[config.mk]
export PLATFORM = sky130hd
export DESIGN_NAME = voltage_id_and_gpio
export DESIGN_NICKNAME = d
export VERILOG_FILES = /design/src/voltage_id_pkg.sv /design/src/code_history_mem.sv /design/src/voltage_id_and_gpio.sv
export VERILOG_INCLUDE_DIRS = /design/src
export SDC_FILE = /design/constraint.sdc
export NUM_CORES = 2
export LEC_CHECK = 0
export ABC_AREA = 1
export BUFFER_PORTS_ARGS = -buffer_cell sky130_fd_sc_hd__buf_2
export CAP_MARGIN = 20
export CELL_PAD_IN_SITES_DETAIL_PLACEMENT = 1
export CELL_PAD_IN_SITES_GLOBAL_PLACEMENT = 1
export CORE_AREA = 5 5 560 562
export DETAILED_ROUTE_END_ITERATION = 12
export DIE_AREA = 0 0 565 567
export GPL_ROUTABILITY_DRIVEN = 0
export PLACE_DENSITY = 0.81
export SLEW_MARGIN = 20
export SYNTH_ARGS = -nofsm -noshare
export SYNTH_HDL_FRONTEND = slang
export SYNTH_SLANG_ARGS = --single-unit
[constraint.sdc]
create_clock -name clk_in -period 8 [get_ports clk_in]
set_input_delay 1.6 -clock clk_in [delete_from_list [all_inputs] [get_ports clk_in]]
set_output_delay 1.6 -clock clk_in [all_outputs]
set_load 0.05 [all_outputs]
[src/voltage_id_cfg.svh]
// constants for the voltage-id input and general-purpose block
`ifndef VOLTAGE_ID_CFG_SVH
`define VOLTAGE_ID_CFG_SVH
`define REG_INT_STATUS_TWO 8'h42
`define REG_CODE_READBACK 8'h43
`define REG_INT_MASK_TWO 8'h75
`define REG_CONFIG_FIVE 8'h7c
`define BIT_CODE_CHANGE 0
`define BIT_THRESHOLD 6
`define BIT_SHARED_SEL 7
`define BIT_GP_MODE 4
`define BIT_PIN6_LO 2
`define BIT_MASK_CODE 0
`define CODE_BITS 6
`define CLK_MHZ 40
`define CHANGE_WINDOW_US 11
`define CHANGE_WINDOW_CYC (`CHANGE_WINDOW_US * `CLK_MHZ)
`define RESET_BYTE 8'h00
`endif

[src/voltage_id_pkg.sv]
// types for the voltage-id input and general-purpose block
`default_nettype none
package voltage_id_pkg;
	typedef struct packed {
		logic [7:0] addr;
		logic [7:0] data;
		logic wr;
		logic rd;
	} reg_req_s;
	typedef enum logic [1:0] {
		pin6_input = 2'b00,
		pin6_out_low = 2'b01,
		pin6_out_high = 2'b10,
		pin6_alt = 2'b11
	} pin6_mode_e;
endpackage
`default_nettype wire

[src/code_history_mem.sv]
// delay line holding past code samples, registered read data
`timescale 1ns/1ps
`default_nettype none
`include "voltage_id_cfg.svh"
module code_history_mem
(
	// clock and reset
	input wire logic clk_in,
	input wire logic rst_in,
	// write side
	input wire logic wr_en_in,
	input wire logic [8:0] wr_addr_in,
	input wire logic [5:0] wr_data_in,
	// read side
	input wire logic [8:0] rd_addr_in,
	output logic [5:0] rd_data_out
);
	logic [5:0] mem_reg [0:511];
	logic [5:0] rd_reg;
	logic [5:0] rd_next;
	// read data always from a register
	always_comb
	begin
		rd_next = mem_reg[rd_addr_in];
	end
	// storage has no reset, only the output does
	always_ff @(posedge clk_in)
	begin
		if (wr_en_in)
		begin
			mem_reg[wr_addr_in] <= wr_data_in;
		end
	end
	always_ff @(posedge clk_in)
	begin
		if (rst_in)
		begin
			rd_reg <= 6'h00;
		end
		else
		begin
			rd_reg <= rd_next;
		end
	end
	assign rd_data_out = rd_reg;
endmodule
`default_nettype wire

[src/voltage_id_and_gpio.sv]
// voltage-id readback, threshold select, code-change detect and gpio mode
// Functional notes
// - Readback bits 0 to 4 mirror the five dedicated code pins in order.
// - Readback bit 5 reads zero in 12 V mode and follows the shared pin in code mode.
// - Readback bit 6 selects the input threshold, zero nominal, one reduced.
// - Readback bit 7 selects the shared pin function and reads back.
// - With the selector zero, status bit 0 reports the 12 V limit fault.
// - With the selector one, status bit 0 reports code changes.
// - The change detector runs only while the shared pin is a code input.
// - A change flag sets when present code differs from the code 11 us earlier.
// - A code change raises the alert unless mask bit 0 is set.
// - Config five bit 4 turns the five dedicated code pins, and the shared pin when selector bit 7 is one, into general-purpose outputs.
// - In general-purpose mode writes to code bits set the output levels.
// - Pin six direction and function come from config five bits 3 to 2.
// - The code inputs are digital inputs read back through the combined register.
`timescale 1ns/1ps
`default_nettype none
`include "voltage_id_cfg.svh"
module voltage_id_and_gpio
(
	// clock and reset
	input wire logic clk_in,
	input wire logic rst_in,
	// register access port
	input wire voltage_id_pkg::reg_req_s req_in,
	output logic [7:0] rd_data_out,
	// code pins
	input wire logic [5:0] code_pins_in,
	output logic [5:0] code_pins_out,
	output logic [5:0] code_pins_oe_out,
	// pin six
	input wire logic pin_six_in,
	output logic pin_six_out,
	output logic pin_six_oe_out,
	// analog side and alert
	input wire logic twelve_volt_fault_in,
	output logic input_threshold_select_out,
	output logic alert_n_out
);
	localparam logic [8:0] WIN_LAST = 9'(`CHANGE_WINDOW_CYC - 1);
	// synchronisers
	logic [5:0] sync1_reg, sync2_reg;
	logic p6_sync1_reg, p6_sync2_reg;
	logic fault_sync1_reg, fault_sync2_reg;
	// registers
	logic [7:0] readback_reg, readback_next;
	logic [7:0] mask_reg, mask_next;
	logic [7:0] cfg5_reg, cfg5_next;
	logic [5:0] gp_level_reg, gp_level_next;
	logic change_flag_reg, change_flag_next;
	logic [8:0] ptr_reg, ptr_next;
	logic warm_reg, warm_next;
	logic [7:0] rd_data_reg, rd_data_next;
	logic [5:0] pins_out_reg, pins_out_next, pins_oe_reg, pins_oe_next;
	logic p6_out_reg, p6_out_next, p6_oe_reg, p6_oe_next;
	logic alert_n_reg, alert_n_next;
	logic thr_reg, thr_next;
	logic [5:0] code_now, past_code;
	logic gp_mode, shared_sel, change_seen, status_read, detect_on;
	voltage_id_pkg::pin6_mode_e p6_mode;
	// -----------------------------------------------------------------
	// input capture
	// -----------------------------------------------------------------
	// pins are asynchronous, two flops before any use
	always_ff @(posedge clk_in)
	begin
		if (rst_in)
		begin
			sync1_reg <= 6'h00;
			sync2_reg <= 6'h00;
			p6_sync1_reg <= 1'b0;
			p6_sync2_reg <= 1'b0;
			fault_sync1_reg <= 1'b0;
			fault_sync2_reg <= 1'b0;
		end
		else
		begin
			sync1_reg <= code_pins_in;
			sync2_reg <= sync1_reg;
			p6_sync1_reg <= pin_six_in;
			p6_sync2_reg <= p6_sync1_reg;
			fault_sync1_reg <= twelve_volt_fault_in;
			fault_sync2_reg <= fault_sync1_reg;
		end
	end
	assign shared_sel = readback_reg[`BIT_SHARED_SEL];
	assign gp_mode = cfg5_reg[`BIT_GP_MODE];
	assign p6_mode = voltage_id_pkg::pin6_mode_e'(cfg5_reg[`BIT_PIN6_LO+1:`BIT_PIN6_LO]);
	// code view
	// bit 5 forced low when the shared pin measures 12 V
	assign code_now = {sync2_reg[5] & shared_sel, sync2_reg[4:0]};
	// -----------------------------------------------------------------
	// change detector
	// -----------------------------------------------------------------
	// a 440-deep ring gives the sample taken 11 us ago
	code_history_mem u_hist
	(
		.clk_in(clk_in),
		.rst_in(rst_in),
		.wr_en_in(1'b1),
		.wr_addr_in(ptr_reg),
		.wr_data_in(code_now),
		.rd_addr_in(ptr_next),
		.rd_data_out(past_code)
	);
	// compare against delayed code
	// compare is held off until the ring has filled once
	// ring restarts while detection is off, so samples taken in 12 v or gpio
	// mode never look like a change once detection resumes
	assign detect_on = shared_sel && !gp_mode;
	assign change_seen = detect_on && warm_reg && (past_code != code_now);
	assign status_read = req_in.rd && (req_in.addr == `REG_INT_STATUS_TWO);
	always_comb
	begin
		ptr_next = (!detect_on || ptr_reg == WIN_LAST) ? 9'h000 : ptr_reg + 9'h001;
		warm_next = detect_on && (warm_reg || ptr_reg == WIN_LAST);
		change_flag_next = change_flag_reg;
		if (status_read)
		begin
			change_flag_next = 1'b0;
		end
		if (change_seen)
		begin
			change_flag_next = 1'b1;
		end
		if (!shared_sel)
		begin
			change_flag_next = 1'b0;
		end
	end
	// -----------------------------------------------------------------
	// register access
	// -----------------------------------------------------------------
	always_comb
	begin
		readback_next = readback_reg;
		mask_next = mask_reg;
		cfg5_next = cfg5_reg;
		gp_level_next = gp_level_reg;
		rd_data_next = 8'h00;
		if (req_in.wr)
		begin
			if (req_in.addr == `REG_CODE_READBACK)
			begin
				readback_next = {req_in.data[7:6], 6'h00};
				gp_level_next = req_in.data[5:0];
			end
			else if (req_in.addr == `REG_INT_MASK_TWO)
			begin
				mask_next = req_in.data;
			end
			else if (req_in.addr == `REG_CONFIG_FIVE)
			begin
				cfg5_next = req_in.data;
			end
		end
		if (req_in.rd)
		begin
			if (req_in.addr == `REG_CODE_READBACK)
			begin
				// bit 5 low in 12 v mode
				// gpio levels included, the shared pin is not an output then
				rd_data_next = {readback_reg[7:6], gp_mode ?
					{gp_level_reg[5] & shared_sel, gp_level_reg[4:0]} : code_now};
			end
			else if (req_in.addr == `REG_INT_STATUS_TWO)
			begin
				rd_data_next = {7'h00, shared_sel ? change_flag_reg : fault_sync2_reg};
			end
			else if (req_in.addr == `REG_INT_MASK_TWO)
			begin
				rd_data_next = mask_reg;
			end
			else if (req_in.addr == `REG_CONFIG_FIVE)
			begin
				rd_data_next = cfg5_reg;
			end
		end
	end
	// -----------------------------------------------------------------
	// pin drive
	// -----------------------------------------------------------------
	always_comb
	begin
		// gp mode turns code inputs into outputs
		pins_oe_next = gp_mode ? {shared_sel, 5'h1f} : 6'h00;
		pins_out_next = gp_mode ? (gp_level_reg & pins_oe_next) : 6'h00;
		p6_oe_next = (p6_mode == voltage_id_pkg::pin6_out_low) ||
			(p6_mode == voltage_id_pkg::pin6_out_high);
		p6_out_next = (p6_mode == voltage_id_pkg::pin6_out_high);
		alert_n_next = !(change_flag_reg && shared_sel && !mask_reg[`BIT_MASK_CODE]);
		thr_next = readback_reg[`BIT_THRESHOLD];
	end
	always_ff @(posedge clk_in)
	begin
		if (rst_in)
		begin
			readback_reg <= `RESET_BYTE;
			mask_reg <= `RESET_BYTE;
			cfg5_reg <= `RESET_BYTE;
			gp_level_reg <= 6'h00;
			change_flag_reg <= 1'b0;
			ptr_reg <= 9'h000;
			warm_reg <= 1'b0;
			rd_data_reg <= 8'h00;
			pins_out_reg <= 6'h00;
			pins_oe_reg <= 6'h00;
			p6_out_reg <= 1'b0;
			p6_oe_reg <= 1'b0;
			alert_n_reg <= 1'b1;
			thr_reg <= 1'b0;
		end
		else
		begin
			readback_reg <= readback_next;
			mask_reg <= mask_next;
			cfg5_reg <= cfg5_next;
			gp_level_reg <= gp_level_next;
			change_flag_reg <= change_flag_next;
			ptr_reg <= ptr_next;
			warm_reg <= warm_next;
			rd_data_reg <= rd_data_next;
			pins_out_reg <= pins_out_next;
			pins_oe_reg <= pins_oe_next;
			p6_out_reg <= p6_out_next;
			p6_oe_reg <= p6_oe_next;
			alert_n_reg <= alert_n_next;
			thr_reg <= thr_next;
		end
	end
	assign rd_data_out = rd_data_reg;
	assign code_pins_out = pins_out_reg;
	assign code_pins_oe_out = pins_oe_reg;
	assign pin_six_out = p6_out_reg;
	assign pin_six_oe_out = p6_oe_reg;
	assign alert_n_out = alert_n_reg;
	assign input_threshold_select_out = thr_reg;
endmodule
`default_nettype wire

==> reports/metrics.csv <==
metric,value,unit
mean post-synth cell area,10.3,sq um
PD cells,217,nW/um^2
hpwl dp,244000,um
"Gates resized, CTS repair",0,
Max Slew Vio Count,0,
Crit Reg-Reg Startpoint,ptr_reg[0],
Final setup viols,0,
RSZ-0062 raised after global routing,no,
measured slew at the worst slew-check pin,1.19,ns
"most common cell after layout, fill and taps aside",edfxtp_1,
TritonCTS Sinks,3147,
Synth Flop Type,edfxtp_1,
R2R setup slack,2.02,ns
Die X,565,um
CTS tree,done,
area grow syn2layout,9.62,%
core area,308000,sq um
Port Buf Inserts,50,
status,finished clean,
All-Layer GR Usage,27.6,%
syn nets,13700,
drt pass-1 iters,12,
Synth Instances,13600,
Max-cap violations,0,
DR WL/cell,26.1,um
"Min Clock Period, post-route",5.98,ns
Num CTS Buffers,330,
Hold WC Path Type,flop to flop,
Final ANT Viol Nets,0,
DR iter-0 viols,11600,
CP Data Arrival Time,6.86,ns
"EDFF count, synth",3072,
standard-cell rows,204,
worst-case vdd ir drop,0.187,mV
Hold Worst Slack,0.402,ns
fill cell count,33200,
die area,320000,sq um
Clock transition at path regs,0.07,ns
HP Start,sync1_reg[3],
initial cell density of the core,45.7,%
Final Cycle Share,74.8,%
Worst path max stage delay,1.02,ns
vias in the first global route,111000,
post-synthesis sequential area ratio,66.6,%
Syn Std Cell Area,141000,sq um
crit-path max FO,94,
Worst setup SP type,flop,
grt total ovfl,0,
first-pass GRT wire length,681000,um
max reg flops,3072,
Hold Path Sink,sync2_reg[3],
post-synthesis cell type count,34,
WHS Path Cells,2,
Die H,567,um
most frequent cells in the layout,"edfxtp_1 (3072), nand3_1 (2776), inv_1 (2498)",
fin nets,13200,
initial antenna violation count,13,
synth warn,0,
final hold violations,0,
H-tree levels,5,
crit path cell chain,ha_1 -> nand2_1 -> nor2_2 -> nand3_4 -> nand3_4 -> inv_8 -> buf_4 -> nand2_1 -> nand2_1 -> nand2_1 -> nand3_1 -> nand3_1 -> nand3_1 -> nand3_1 -> nand3_1 -> nand3_1 -> nand2_1 -> nand2_1 -> nand2_1,
root buffer cell,clkbuf_16,
drt total wl,459000,um
DRC Markers,0,
I/O pins,52,
Final Non-Filler Cells,17600,
share of cells above drive strength 1,6.30,%
crit path capture type,flop,
total number of vias,105000,
reg2reg end,u_hist.rd_data_out[3],
Max Fclk,167,MHz
Power Total,33.5,mW
path depth of the worst reg2reg path,19,
Worst slew margin,20.4,%
Yosys reg bits,3147,
latest clock arrival within the worst-skew pair,0.96,ns
vias per inst,5.99,
clk_skew,0.0723,ns
largest net degree at the start of global routing,185,
CP Class,flop to flop,
Critical Path Most Common Cell,nand2_1,
Leakage,62.5,nW
"Async S/R FF share, synth",0,%
clock buffer depth,4,
setup repair bufs after CTS,0,
placed insts,17000,
CTS Hold Bufs,0,
Slowest cell on crit path,inv_8,
worst path required time,8.88,ns
[report_power, final]
part           internal (mW)  total [mW]  switching [mW]
sequential              18.0        18.0          0.0220
clock                   8.49        15.2            6.74
combinational         0.0316       0.257           0.225
total                   26.5        33.5            6.99
[routing by layer]
| metal | global-route usage (%) | vias up | share of wire [%] |
|---|---|---|---|
| met5 | 0 | - | 0.016 |
| met4 | 14.9 | 6 | 5.9 |
| met3 | 4.73 | 1436 | 8.6 |
| met2 | 45.9 | 5638 | 48 |
| met1 | 34.5 | 53000 | 37 |
| li1 | - | 45200 | - |
[kinds of logic after synthesis]
kind of cell | Yosys count | synth area share [%]
fa+ha+maj | 5 | 0.0445
compound gates | 221 | 0.909
simple gates | 6759 | 22.6
flops | 3147 | 66.6
xor+xnor | 6 | 0.0373
buf+inv | 3506 | 9.78
[how the worst max path moves through the flow]
| stage | start | endpoint | slack, ns |
|---|---|---|---|
| after CTS | ptr_reg[0] | u_hist.rd_data_out[3] | 2.29 |
| after floorplan | sync2_reg[1] | u_hist.mem_reg[0][1] | -0.06 |
| after detailed placement | ptr_reg[0] | u_hist.rd_data_out[5] | 2.46 |
| after global placement | ptr_reg[0] | u_hist.rd_data_out[1] | 2.52 |
| after global routing | ptr_reg[0] | u_hist.rd_data_out[3] | 1.97 |
| final | ptr_reg[0] | u_hist.rd_data_out[3] | 2.02 |
[synthesized netlist by cell type, drive strengths merged (2+ instances only)]
cell type  instances  share of area, %
nand4           1009               4.5
clkbuf           433               1.2
edfxtp          3072                66
buf              561               1.9
clkinv             2            0.0053
xor2               2             0.012
nand3           2790               9.9
ha                 5             0.044
xnor2              4             0.025
nor3               9             0.032
nor4               5             0.033
or2              137              0.61
o211ai            62              0.33
nand2           2012               5.4
nor2             796               2.1
dfxtp             75               1.1
o22ai              7             0.031
inv             2510               6.7
o21ai            118              0.42
a21oi             31              0.11
[stage by stage]
step	worst slack [ns]	area (sq um)	utilization [%]	setup TNS [ns]
finish	2.02	154000	50.1	0
global route	1.97	154000	50.1	0
CTS	2.29	154000	50.1	0
detailed placement	2.46	144000	46.7	0
global placement	2.52	144000	46.7	0
floorplan	-0.0586	141000	-	-60.05
[critical path, delay by kind of cell, from the launching register on]
family / cells / cell delay (ns)
adders and majority gates: 1 / 0.35
buffers and inverters: 2 / 1.59
DFF: 1 / 0.41
and+or+nand+nor: 16 / 3.49
[final cells by class]
class                   count  area [sq um]  share of cell area (%)
clock inverters           192          1830                    1.19
repair buffers            202          1950                    1.27
inverters                2512          9480                    6.15
diodes                      7          17.5                  0.0114
clock buffers             411          8620                    5.59
multi-input cells        6991         33400                    21.7
well taps                4120          5150                    3.34
flip-flops and latches   3147         93800                    60.8
Power figures use the tool's default switching activity.
